File: src/shared/dspci_pkg.sv
/*
 * dspci_pkg: constants for the dispense controller machine interface.
 * assumes a 250 MHz system clock; all times are converted here.
 */
`default_nettype none
package dspci_pkg;
  localparam int CLK_MHZ = 250;
  // stall window and dwell times in their own units
  localparam int STALL_S = 4;
  localparam int DWELL_FIXED_MS = 50;
  localparam int DWELL_MIN_MS = 500;
  localparam int DWELL_MAX_MS = 2000;
  localparam int DWELL_SET_MAX = 999;
  localparam int CYC_PER_MS = CLK_MHZ * 1000;
  localparam int STALL_CYC = STALL_S * 1000 * CYC_PER_MS;
  localparam int DWELL_FIXED_CYC = DWELL_FIXED_MS * CYC_PER_MS;
  localparam int DWELL_MIN_CYC = DWELL_MIN_MS * CYC_PER_MS;
  // per-step increase; 999 steps span 0.5 s to 2 s
  localparam int DWELL_STEP_CYC =
    ((DWELL_MAX_MS - DWELL_MIN_MS) * CYC_PER_MS) / DWELL_SET_MAX;
  localparam int SET_W = 10;
  localparam int TOT_W = 24;
  localparam int CNT_W = 32;
  localparam logic [1:0] SYNC_RST = 2'h0;
  typedef enum logic [3:0] {
    ST_IDLE  = 4'h1,
    ST_RUN   = 4'h2,
    ST_DWELL = 4'h4,
    ST_FAULT = 4'h8
  } dspci_state_t;
endpackage : dspci_pkg
`default_nettype wire

File: src/logic/dspci_top.sv
/*
 * dspci_top: start, dwell, stall fault and totaliser logic of a fluid
 * dispense controller's machine interface.
 * assumes asynchronous pins from the machine and front panel; the far
 * side drives start pulses of 10 to 100 ms.
 */
//
// Behaviour
// - start on rising edge when unfaulted
// - ignore start input while operation runs
// - idle output true only when ready, unfaulted
// - fault output active low, low when faulted
// - fault only after four second stall
// - switches conduct when signal true
// - idle contact closed only when ready
// - no contact closed unfaulted, nc when faulted
// - foot switch held retriggers each cycle
// - dwell wait ignores all start pulses
// - dwell maps linearly 0.5 s to 2 s over settings 0 to 999
// - fixed 50 ms dwell without option
// - totaliser counts only forward metered revolutions
// - totaliser reset button clears count
// - no revolution in four seconds faults
// - reset button clears fault and state
// - metered run stops at revolution count
`timescale 1ns/100ps
`default_nettype none
module dspci_top
  import dspci_pkg::*;
#(
  parameter int STALL_CYCLES = dspci_pkg::STALL_CYC,
  parameter int DWELL_FIX_CYCLES = dspci_pkg::DWELL_FIXED_CYC,
  parameter int DWELL_BASE_CYCLES = dspci_pkg::DWELL_MIN_CYC,
  parameter int DWELL_STEP_CYCLES = dspci_pkg::DWELL_STEP_CYC
) (
  input wire logic clock,
  input wire logic rst_b,
  input wire logic start_pulse,
  input wire logic rev_sense,
  input wire logic fault_reset_btn,
  input wire logic total_reset_btn,
  input wire logic foot_switch,
  input wire logic metered_cycle_mode,
  input wire logic direction_select,
  input wire logic adj_dwell_en,
  input wire logic [dspci_pkg::SET_W-1:0] dwell_setting,
  input wire logic [dspci_pkg::SET_W-1:0] rev_count_setting,
  output logic motor_run,
  output logic idle_out,
  output logic stall_alarm_b,
  output logic reset_lamp,
  output logic idle_contact,
  output logic fault_no_contact,
  output logic fault_nc_contact,
  output logic [dspci_pkg::TOT_W-1:0] total_count
);
  import dspci_pkg::*;

  logic [1:0] rst_sync_r;
  logic rst_i_b;
  logic [4:0] pin_s;
  logic start_s, rev_s, frst_s, trst_s, foot_s;
  logic [2*SET_W+2:0] cfg_s;
  logic meter_s, dir_s, adj_s;
  logic [SET_W-1:0] dwell_set_s, rev_set_s;
  logic start_d_r, rev_d_r;
  logic start_rise, rev_rise;
  dspci_state_t state_r;
  logic [CNT_W-1:0] stall_cnt_r;
  logic [CNT_W-1:0] dwell_cnt_r;
  logic [SET_W-1:0] rev_cnt_r;
  logic [CNT_W-1:0] dwell_len;
  logic stall_hit, run_done;

  // reset released through two flops
  always_ff @(posedge clock or negedge rst_b)
  begin
    if (!rst_b)
      rst_sync_r <= SYNC_RST;
    else
      rst_sync_r <= {rst_sync_r[0], 1'b1};
  end
  assign rst_i_b = rst_sync_r[1];

  dspci_sync #(.W(5)) u_sync (
    .clock(clock),
    .rst_b(rst_i_b),
    .d({start_pulse, rev_sense, fault_reset_btn, total_reset_btn,
        foot_switch}),
    .q(pin_s)
  );
  assign {start_s, rev_s, frst_s, trst_s, foot_s} = pin_s;

  // panel switches are quasi-static; a word changed mid-cycle may show
  // mixed bits for one cycle, so change settings only while idle
  dspci_sync #(.W(2*SET_W+3)) u_sync_cfg (
    .clock(clock),
    .rst_b(rst_i_b),
    .d({metered_cycle_mode, direction_select, adj_dwell_en, dwell_setting,
        rev_count_setting}),
    .q(cfg_s)
  );
  assign {meter_s, dir_s, adj_s, dwell_set_s, rev_set_s} = cfg_s;

  always_ff @(posedge clock or negedge rst_i_b)
  begin
    if (!rst_i_b)
    begin
      start_d_r <= 1'b0;
      rev_d_r <= 1'b0;
    end
    else
    begin
      start_d_r <= start_s;
      rev_d_r <= rev_s;
    end
  end
  assign start_rise = start_s & ~start_d_r;
  assign rev_rise = rev_s & ~rev_d_r;

  always_comb
  begin
    if (adj_s)
      dwell_len = CNT_W'(DWELL_BASE_CYCLES) +
        CNT_W'(dwell_set_s) * CNT_W'(DWELL_STEP_CYCLES);
    else
      dwell_len = CNT_W'(DWELL_FIX_CYCLES);
  end

  assign stall_hit = stall_cnt_r >= CNT_W'(STALL_CYCLES - 1);
  // prime mode runs until metered mode is selected and count reached
  assign run_done = meter_s && rev_rise &&
    (rev_cnt_r + 10'h001 >= rev_set_s);

  always_ff @(posedge clock or negedge rst_i_b)
  begin
    if (!rst_i_b)
      state_r <= ST_IDLE;
    else
    begin
      case (state_r)
        ST_IDLE:
          if (start_rise || foot_s)
            state_r <= ST_RUN;
        ST_RUN:
          // start input not looked at here
          if (stall_hit)
            state_r <= ST_FAULT;
          else if (run_done)
            state_r <= ST_DWELL;
        ST_DWELL:
          if (dwell_cnt_r + 32'h0000_0001 >= dwell_len)
            state_r <= foot_s ? ST_RUN : ST_IDLE;
        ST_FAULT:
          if (frst_s)
            state_r <= ST_IDLE;
        default:
          state_r <= ST_IDLE;
      endcase
    end
  end

  // stall window restarts on every revolution
  always_ff @(posedge clock or negedge rst_i_b)
  begin
    if (!rst_i_b)
      stall_cnt_r <= '0;
    else if (state_r != ST_RUN || rev_rise)
      stall_cnt_r <= '0;
    else
      stall_cnt_r <= stall_cnt_r + 32'h0000_0001;
  end

  always_ff @(posedge clock or negedge rst_i_b)
  begin
    if (!rst_i_b)
      rev_cnt_r <= '0;
    else if (state_r != ST_RUN)
      rev_cnt_r <= '0;
    else if (rev_rise)
      rev_cnt_r <= rev_cnt_r + 10'h001;
  end

  always_ff @(posedge clock or negedge rst_i_b)
  begin
    if (!rst_i_b)
      dwell_cnt_r <= '0;
    else if (state_r != ST_DWELL)
      dwell_cnt_r <= '0;
    else
      dwell_cnt_r <= dwell_cnt_r + 32'h0000_0001;
  end

  // reset wins over a revolution in the same cycle
  always_ff @(posedge clock or negedge rst_i_b)
  begin
    if (!rst_i_b)
      total_count <= '0;
    else if (trst_s)
      total_count <= '0;
    else if (rev_rise && state_r == ST_RUN && meter_s && !dir_s)
      total_count <= total_count + 24'h00_0001;
  end

  always_ff @(posedge clock or negedge rst_i_b)
  begin
    if (!rst_i_b)
    begin
      motor_run <= 1'b0;
      idle_out <= 1'b0;
      stall_alarm_b <= 1'b0;
      reset_lamp <= 1'b0;
      idle_contact <= 1'b0;
      fault_no_contact <= 1'b0;
      fault_nc_contact <= 1'b1;
    end
    else
    begin
      motor_run <= state_r == ST_RUN;
      idle_out <= state_r == ST_IDLE;
      stall_alarm_b <= state_r != ST_FAULT;
      reset_lamp <= state_r == ST_FAULT;
      idle_contact <= state_r == ST_IDLE;
      fault_no_contact <= state_r != ST_FAULT;
      fault_nc_contact <= state_r == ST_FAULT;
    end
  end
endmodule : dspci_top
`default_nettype wire

File: src/logic/dspci_sync.sv
/*
 * dspci_sync: two-flop synchroniser, one per bit of the bus.
 * assumes inputs are asynchronous to clock.
 */
`timescale 1ns/100ps
`default_nettype none
module dspci_sync #(
  parameter int W = 1
) (
  input wire logic clock,
  input wire logic rst_b,
  input wire logic [W-1:0] d,
  output logic [W-1:0] q
);
  logic [W-1:0] meta_r;
  genvar i;
  generate
    for (i = 0; i < W; i++)
    begin : g_bit
      always_ff @(posedge clock or negedge rst_b)
      begin
        if (!rst_b)
        begin
          meta_r[i] <= 1'b0;
          q[i] <= 1'b0;
        end
        else
        begin
          meta_r[i] <= d[i];
          q[i] <= meta_r[i];
        end
      end
    end
  endgenerate
endmodule : dspci_sync
`default_nettype wire

File: config.mk
export PLATFORM = sky130hd
export DESIGN_NAME = dspci_top
export DESIGN_NICKNAME = d
export VERILOG_FILES = /design/src/shared/dspci_pkg.sv /design/src/logic/dspci_top.sv /design/src/logic/dspci_sync.sv
export SDC_FILE = /design/constraint.sdc
export NUM_CORES = 1
export LEC_CHECK = 0
export BUFFER_PORTS_ARGS = -buffer_cell sky130_fd_sc_hd__buf_2
export CAP_MARGIN = 20
export CORE_AREA = 3 3 146 148
export CTS_CLUSTER_DIAMETER = 200
export CTS_CLUSTER_SIZE = 28
export DETAILED_ROUTE_END_ITERATION = 10
export DIE_AREA = 0 0 149 151
export PLACE_DENSITY_LB_ADDON = 0.08
export SLEW_MARGIN = 30
export SYNTH_ARGS = -nofsm -noshare
export SYNTH_HDL_FRONTEND = slang
export SYNTH_HIERARCHICAL = 1
export SYNTH_SLANG_ARGS = --single-unit
export TNS_END_PERCENT = 10
File: constraint.sdc
create_clock -name clock -period 6.1 [get_ports clock]
set_input_delay 1.22 -clock clock [delete_from_list [all_inputs] [get_ports clock]]
set_output_delay 1.22 -clock clock [all_outputs]
set_load 0.03 [all_outputs]
==> impl_metrics.env <==
export IMPL_min_path_type="reg -> reg"
export IMPL_cts_sinks=167
export IMPL_avgRoutedWirePerCell_um=15.5
export IMPL_critical_path_max_fanout=5
export IMPL_grtUsageMet2=0.394
export IMPL_syn_instance_count=1207
export IMPL_powerDensity_nw_per_um2=392
export IMPL_cts_root_buf="clkbuf_16"
export IMPL_rsz0062_at_grt="yes"
export IMPL_drive_above_1_share=0.157
export IMPL_drv_cap=0
export IMPL_grt_use_total=0.225
export IMPL_grt_max_degree=74
export IMPL_htreeDepth=4
export IMPL_grt_pass1_vias=8668
export IMPL_period_needed_ns=5.96
export IMPL_setup_viol=0
export IMPL_syn_nets=1448
export IMPL_row_count=52
export IMPL_finClkSkew_ns=0.0163
export IMPL_fmax_mhz=168
export IMPL_maxSlewViolCount=0
export IMPL_arrival_ns=6.31
export IMPL_dr_pass1_iters=4
export IMPL_boundaryPins=61
export IMPL_syn_area_um2=12000
export IMPL_use_met3=0.0332
export IMPL_cts_buffers=17
export IMPL_outcome="complete, no violations"
export IMPL_slew_headroom=0.462
export IMPL_leakage_uw=0.00680
export IMPL_grt_most_used_layer="met2"
export IMPL_clock_path_buffers=2
export IMPL_max_vdd_ir_drop_uv=285
export IMPL_insertion_delay_ns=0.43
export IMPL_syn_area_per_cell_um2=9.95
export IMPL_vias_per_cell=5.46
export IMPL_cts_reportedPaths_clkPinSlew_ns=0.08
export IMPL_ant_nets=0
export IMPL_routed_wl_um=24700
export IMPL_die_h_um=151
export IMPL_grt_use_met1=0.299
export IMPL_dpl_hpwl_um=18900
export IMPL_ys_seq_area_frac=0.348
export IMPL_area_growth_pct=15.4
export IMPL_place_congestion=0.915
export IMPL_grt_ovfl_total=0
export IMPL_required_ns=6.45
export IMPL_fillCellCount=1606
export IMPL_antenna_found_initial=0
export IMPL_cts_tree="yes"
export IMPL_synthFlopType="dfrtp_1"
export IMPL_final_nets=1550
export IMPL_post_route_period_util=0.977
export IMPL_diodes=0
export IMPL_worstSetupEndpointType="register"
export IMPL_design_die_area_um2=22500
export IMPL_coreArea_um2=20200
export IMPL_start_util=0.595
export IMPL_final_util=0.687
export IMPL_worst_setup_path_type="reg -> reg"
export IMPL_setup_worst_path_start_class="register"
export IMPL_synth_seq_cells=167
export IMPL_fin_tns_setup_ns=0
export IMPL_port_buffers=60
export IMPL_grt_pass1_wl_um=41100
export IMPL_whs_ns=0.334
export IMPL_report_final_hold_viol_count=0
export IMPL_vias=8694
export IMPL_yosys_warnings=6
export IMPL_die_x_um=149
export IMPL_synth_enable_flop_cells=0
export IMPL_synth_cell_types=73
export IMPL_drt_iter0_drc=334
export IMPL_drc=0
export IMPL_synthArstFlopShare=1.00
export IMPL_tightestPinTransition_ns=0.806
[power by group]
group | leakage [µW] | switching (µW) | internal (µW)
sequential | 0.00217 | 30.2 | 1150
combinational | 0.00431 | 1740 | 1370
clock | 0.000311 | 502 | 643
total | 0.00680 | 2270 | 3160
[what timing repair did]
| item | CTS | global route |
|---|---|---|
| setup buffers | 0 | 6 |
| hold buffers | 0 | 0 |
| cloned | 0 | 0 |
| setup endpoints to repair | 3 | 3 |
| pin swaps | 3 | 12 |
| gates resized for setup | 9 | 43 |
[layout by cell type (no fill, tap or decap), types with 5 or more instances in the layout]
master	count
dfrtp_1	161
ha_1	135
inv_1	125
nor2_1	100
nand2_1	80
fa_1	68
buf_2	60
nand3_1	59
a21oi_1	56
xor2_1	53
xnor2_1	50
buf_4	46
o21ai_0	31
and2_1	29
and3_1	26
nand4_1	20
clkbuf_16	17
or3_1	13
nor2b_1	12
a21o_1	10
nor3_1	8
or2_2	8
a31oi_1	8
ha_4	8
nand2b_1	7
a211oi_1	6
mux2i_1	6
and4_1	5
o31ai_1	5
clkinv_8	5
[layer usage]
| metal | up-vias | part of all wire |
|---|---|---|
| li1 | 4293 | - |
| met4 | 0 | 0.010 |
| met3 | 21 | 0.024 |
| met1 | 4275 | 0.45 |
| met5 | - | 0 |
| met2 | 105 | 0.51 |
[metrics by stage]
step / total power, µW / instances / setup WS, ns / cell area [µm²]
after floorplan: 3170 / 1207 / 0.0592 / 12000
after global placement: 3870 / 1554 / -0.0610 / 12900
after detailed placement: 3900 / 1554 / -0.117 / 12900
after CTS: 5120 / 1586 / 0.0380 / 13600
after global routing: 5860 / 1592 / -0.0710 / 13900
final: 5430 / 1592 / 0.142 / 13900
[cell families after synthesis]
group / count (synthesis) / synth area share
multiplexers: 7 / 0.00594
XOR/XNOR: 103 / 0.0751
AND/OR/NAND/NOR: 403 / 0.175
flip-flops: 167 / 0.348
buffers and inverters: 151 / 0.0486
adder cells (fa/ha/maj): 211 / 0.262
other: 1 / 0.000312
AO/OA/AOI/OAI: 164 / 0.0848
[path summary, 6_finish.rpt]
kind / from / end / slack, ns / cells after the start
worst max-delay path: u_sync_cfg/q[17] / state_r[2] / 0.14 / 22
worst max register to register: u_sync_cfg/q[17] / state_r[2] / 0.14 / 22
max in group asynchronous: rst_sync_r[1] / stall_cnt_r[17] / 4.61 / 1
min in group asynchronous: rst_sync_r[1] / u_sync_cfg/meta_r[11] / 0.37 / 0
worst min register to register: u_sync_cfg/meta_r[14] / u_sync_cfg/q[14] / 0.33 / 0
worst min-delay path: u_sync_cfg/meta_r[14] / u_sync_cfg/q[14] / 0.33 / 0
[final cells by class]
cell class                      instances  area, µm²  share of cell area
Timing Repair Buffer                  108        668              0.0482
Clock buffer                           18        439              0.0317
Inverter                              126        473              0.0341
Tap cell                              270        338              0.0244
Multi-Input combinational cell        889       7540               0.544
Sequential cell                       167       4190               0.302
Clock inverter                         14        209              0.0151
[state kept, by name, summed over array words and instances, names as in the netlist]
register and cells:
dwell_cnt_r 32, fault_nc_contact 1, fault_no_contact 1, idle_contact 1, motor_run 1, reset_lamp 1, rev_cnt_r 10, rev_d_r 1
rst_sync_r 2, stall_cnt_r 32, start_d_r 1, state_r 4, total_count 24, u_sync/meta_r 5, u_sync/q 5, u_sync_cfg/meta_r 23
u_sync_cfg/q 23
[cell usage after synthesis (all sizes together) (3+ instances only)]
cell     count  area, µm²
o22ai        3       18.8
and2        31        196
nand4b       3       26.3
xnor2       50        438
or2          8       50.1
nand4       21        138
clkbuf      19       71.3
a2111oi      3       26.3
a311oi       3       26.3
a211o        3       27.5
nor4         7       80.1
fa          68       1360
a21o        10       75.1
nand2b       7       43.8
a21oi       59        295
inv        126        473
ha         143       1790
nand2       83        312
and4         6       52.6
o21ai       35        175
a221oi       3       26.3
xor2        53        464
a211oi       9       67.6
a31oi        8       50.1
buf          6       38.8
or4          4       33.8
mux2i        6       60.1
nand3b       3       22.5
and3        27        169
nor3        10       66.3
o21bai       3       22.5
o211ai       3       22.5
nor2       103        392
o31ai        6       45.0
nand3       61        323
nor2b       12       75.1
or3         13       81.3
dfrtp      165       4130
[worst max-delay path: stages, from the launching register on]
cell and delay, ns:
dfrtp_1 0.40, fa_1 0.56, inv_1 0.06, fa_1 0.50
inv_1 0.07, fa_1 0.52, fa_1 0.43, fa_1 0.59
ha_4 0.25, a2111oi_4 0.35, a211o_4 0.23, buf_4 0.13
a211oi_1 0.08, or4_1 0.47, nand3_1 0.10, ha_1 0.24
nand2_1 0.11, nor3_1 0.05, a22oi_1 0.18, nand3_1 0.12
a311oi_2 0.21, buf_4 0.16, o21bai_1 0.10
Power figures use the tool's default switching activity.
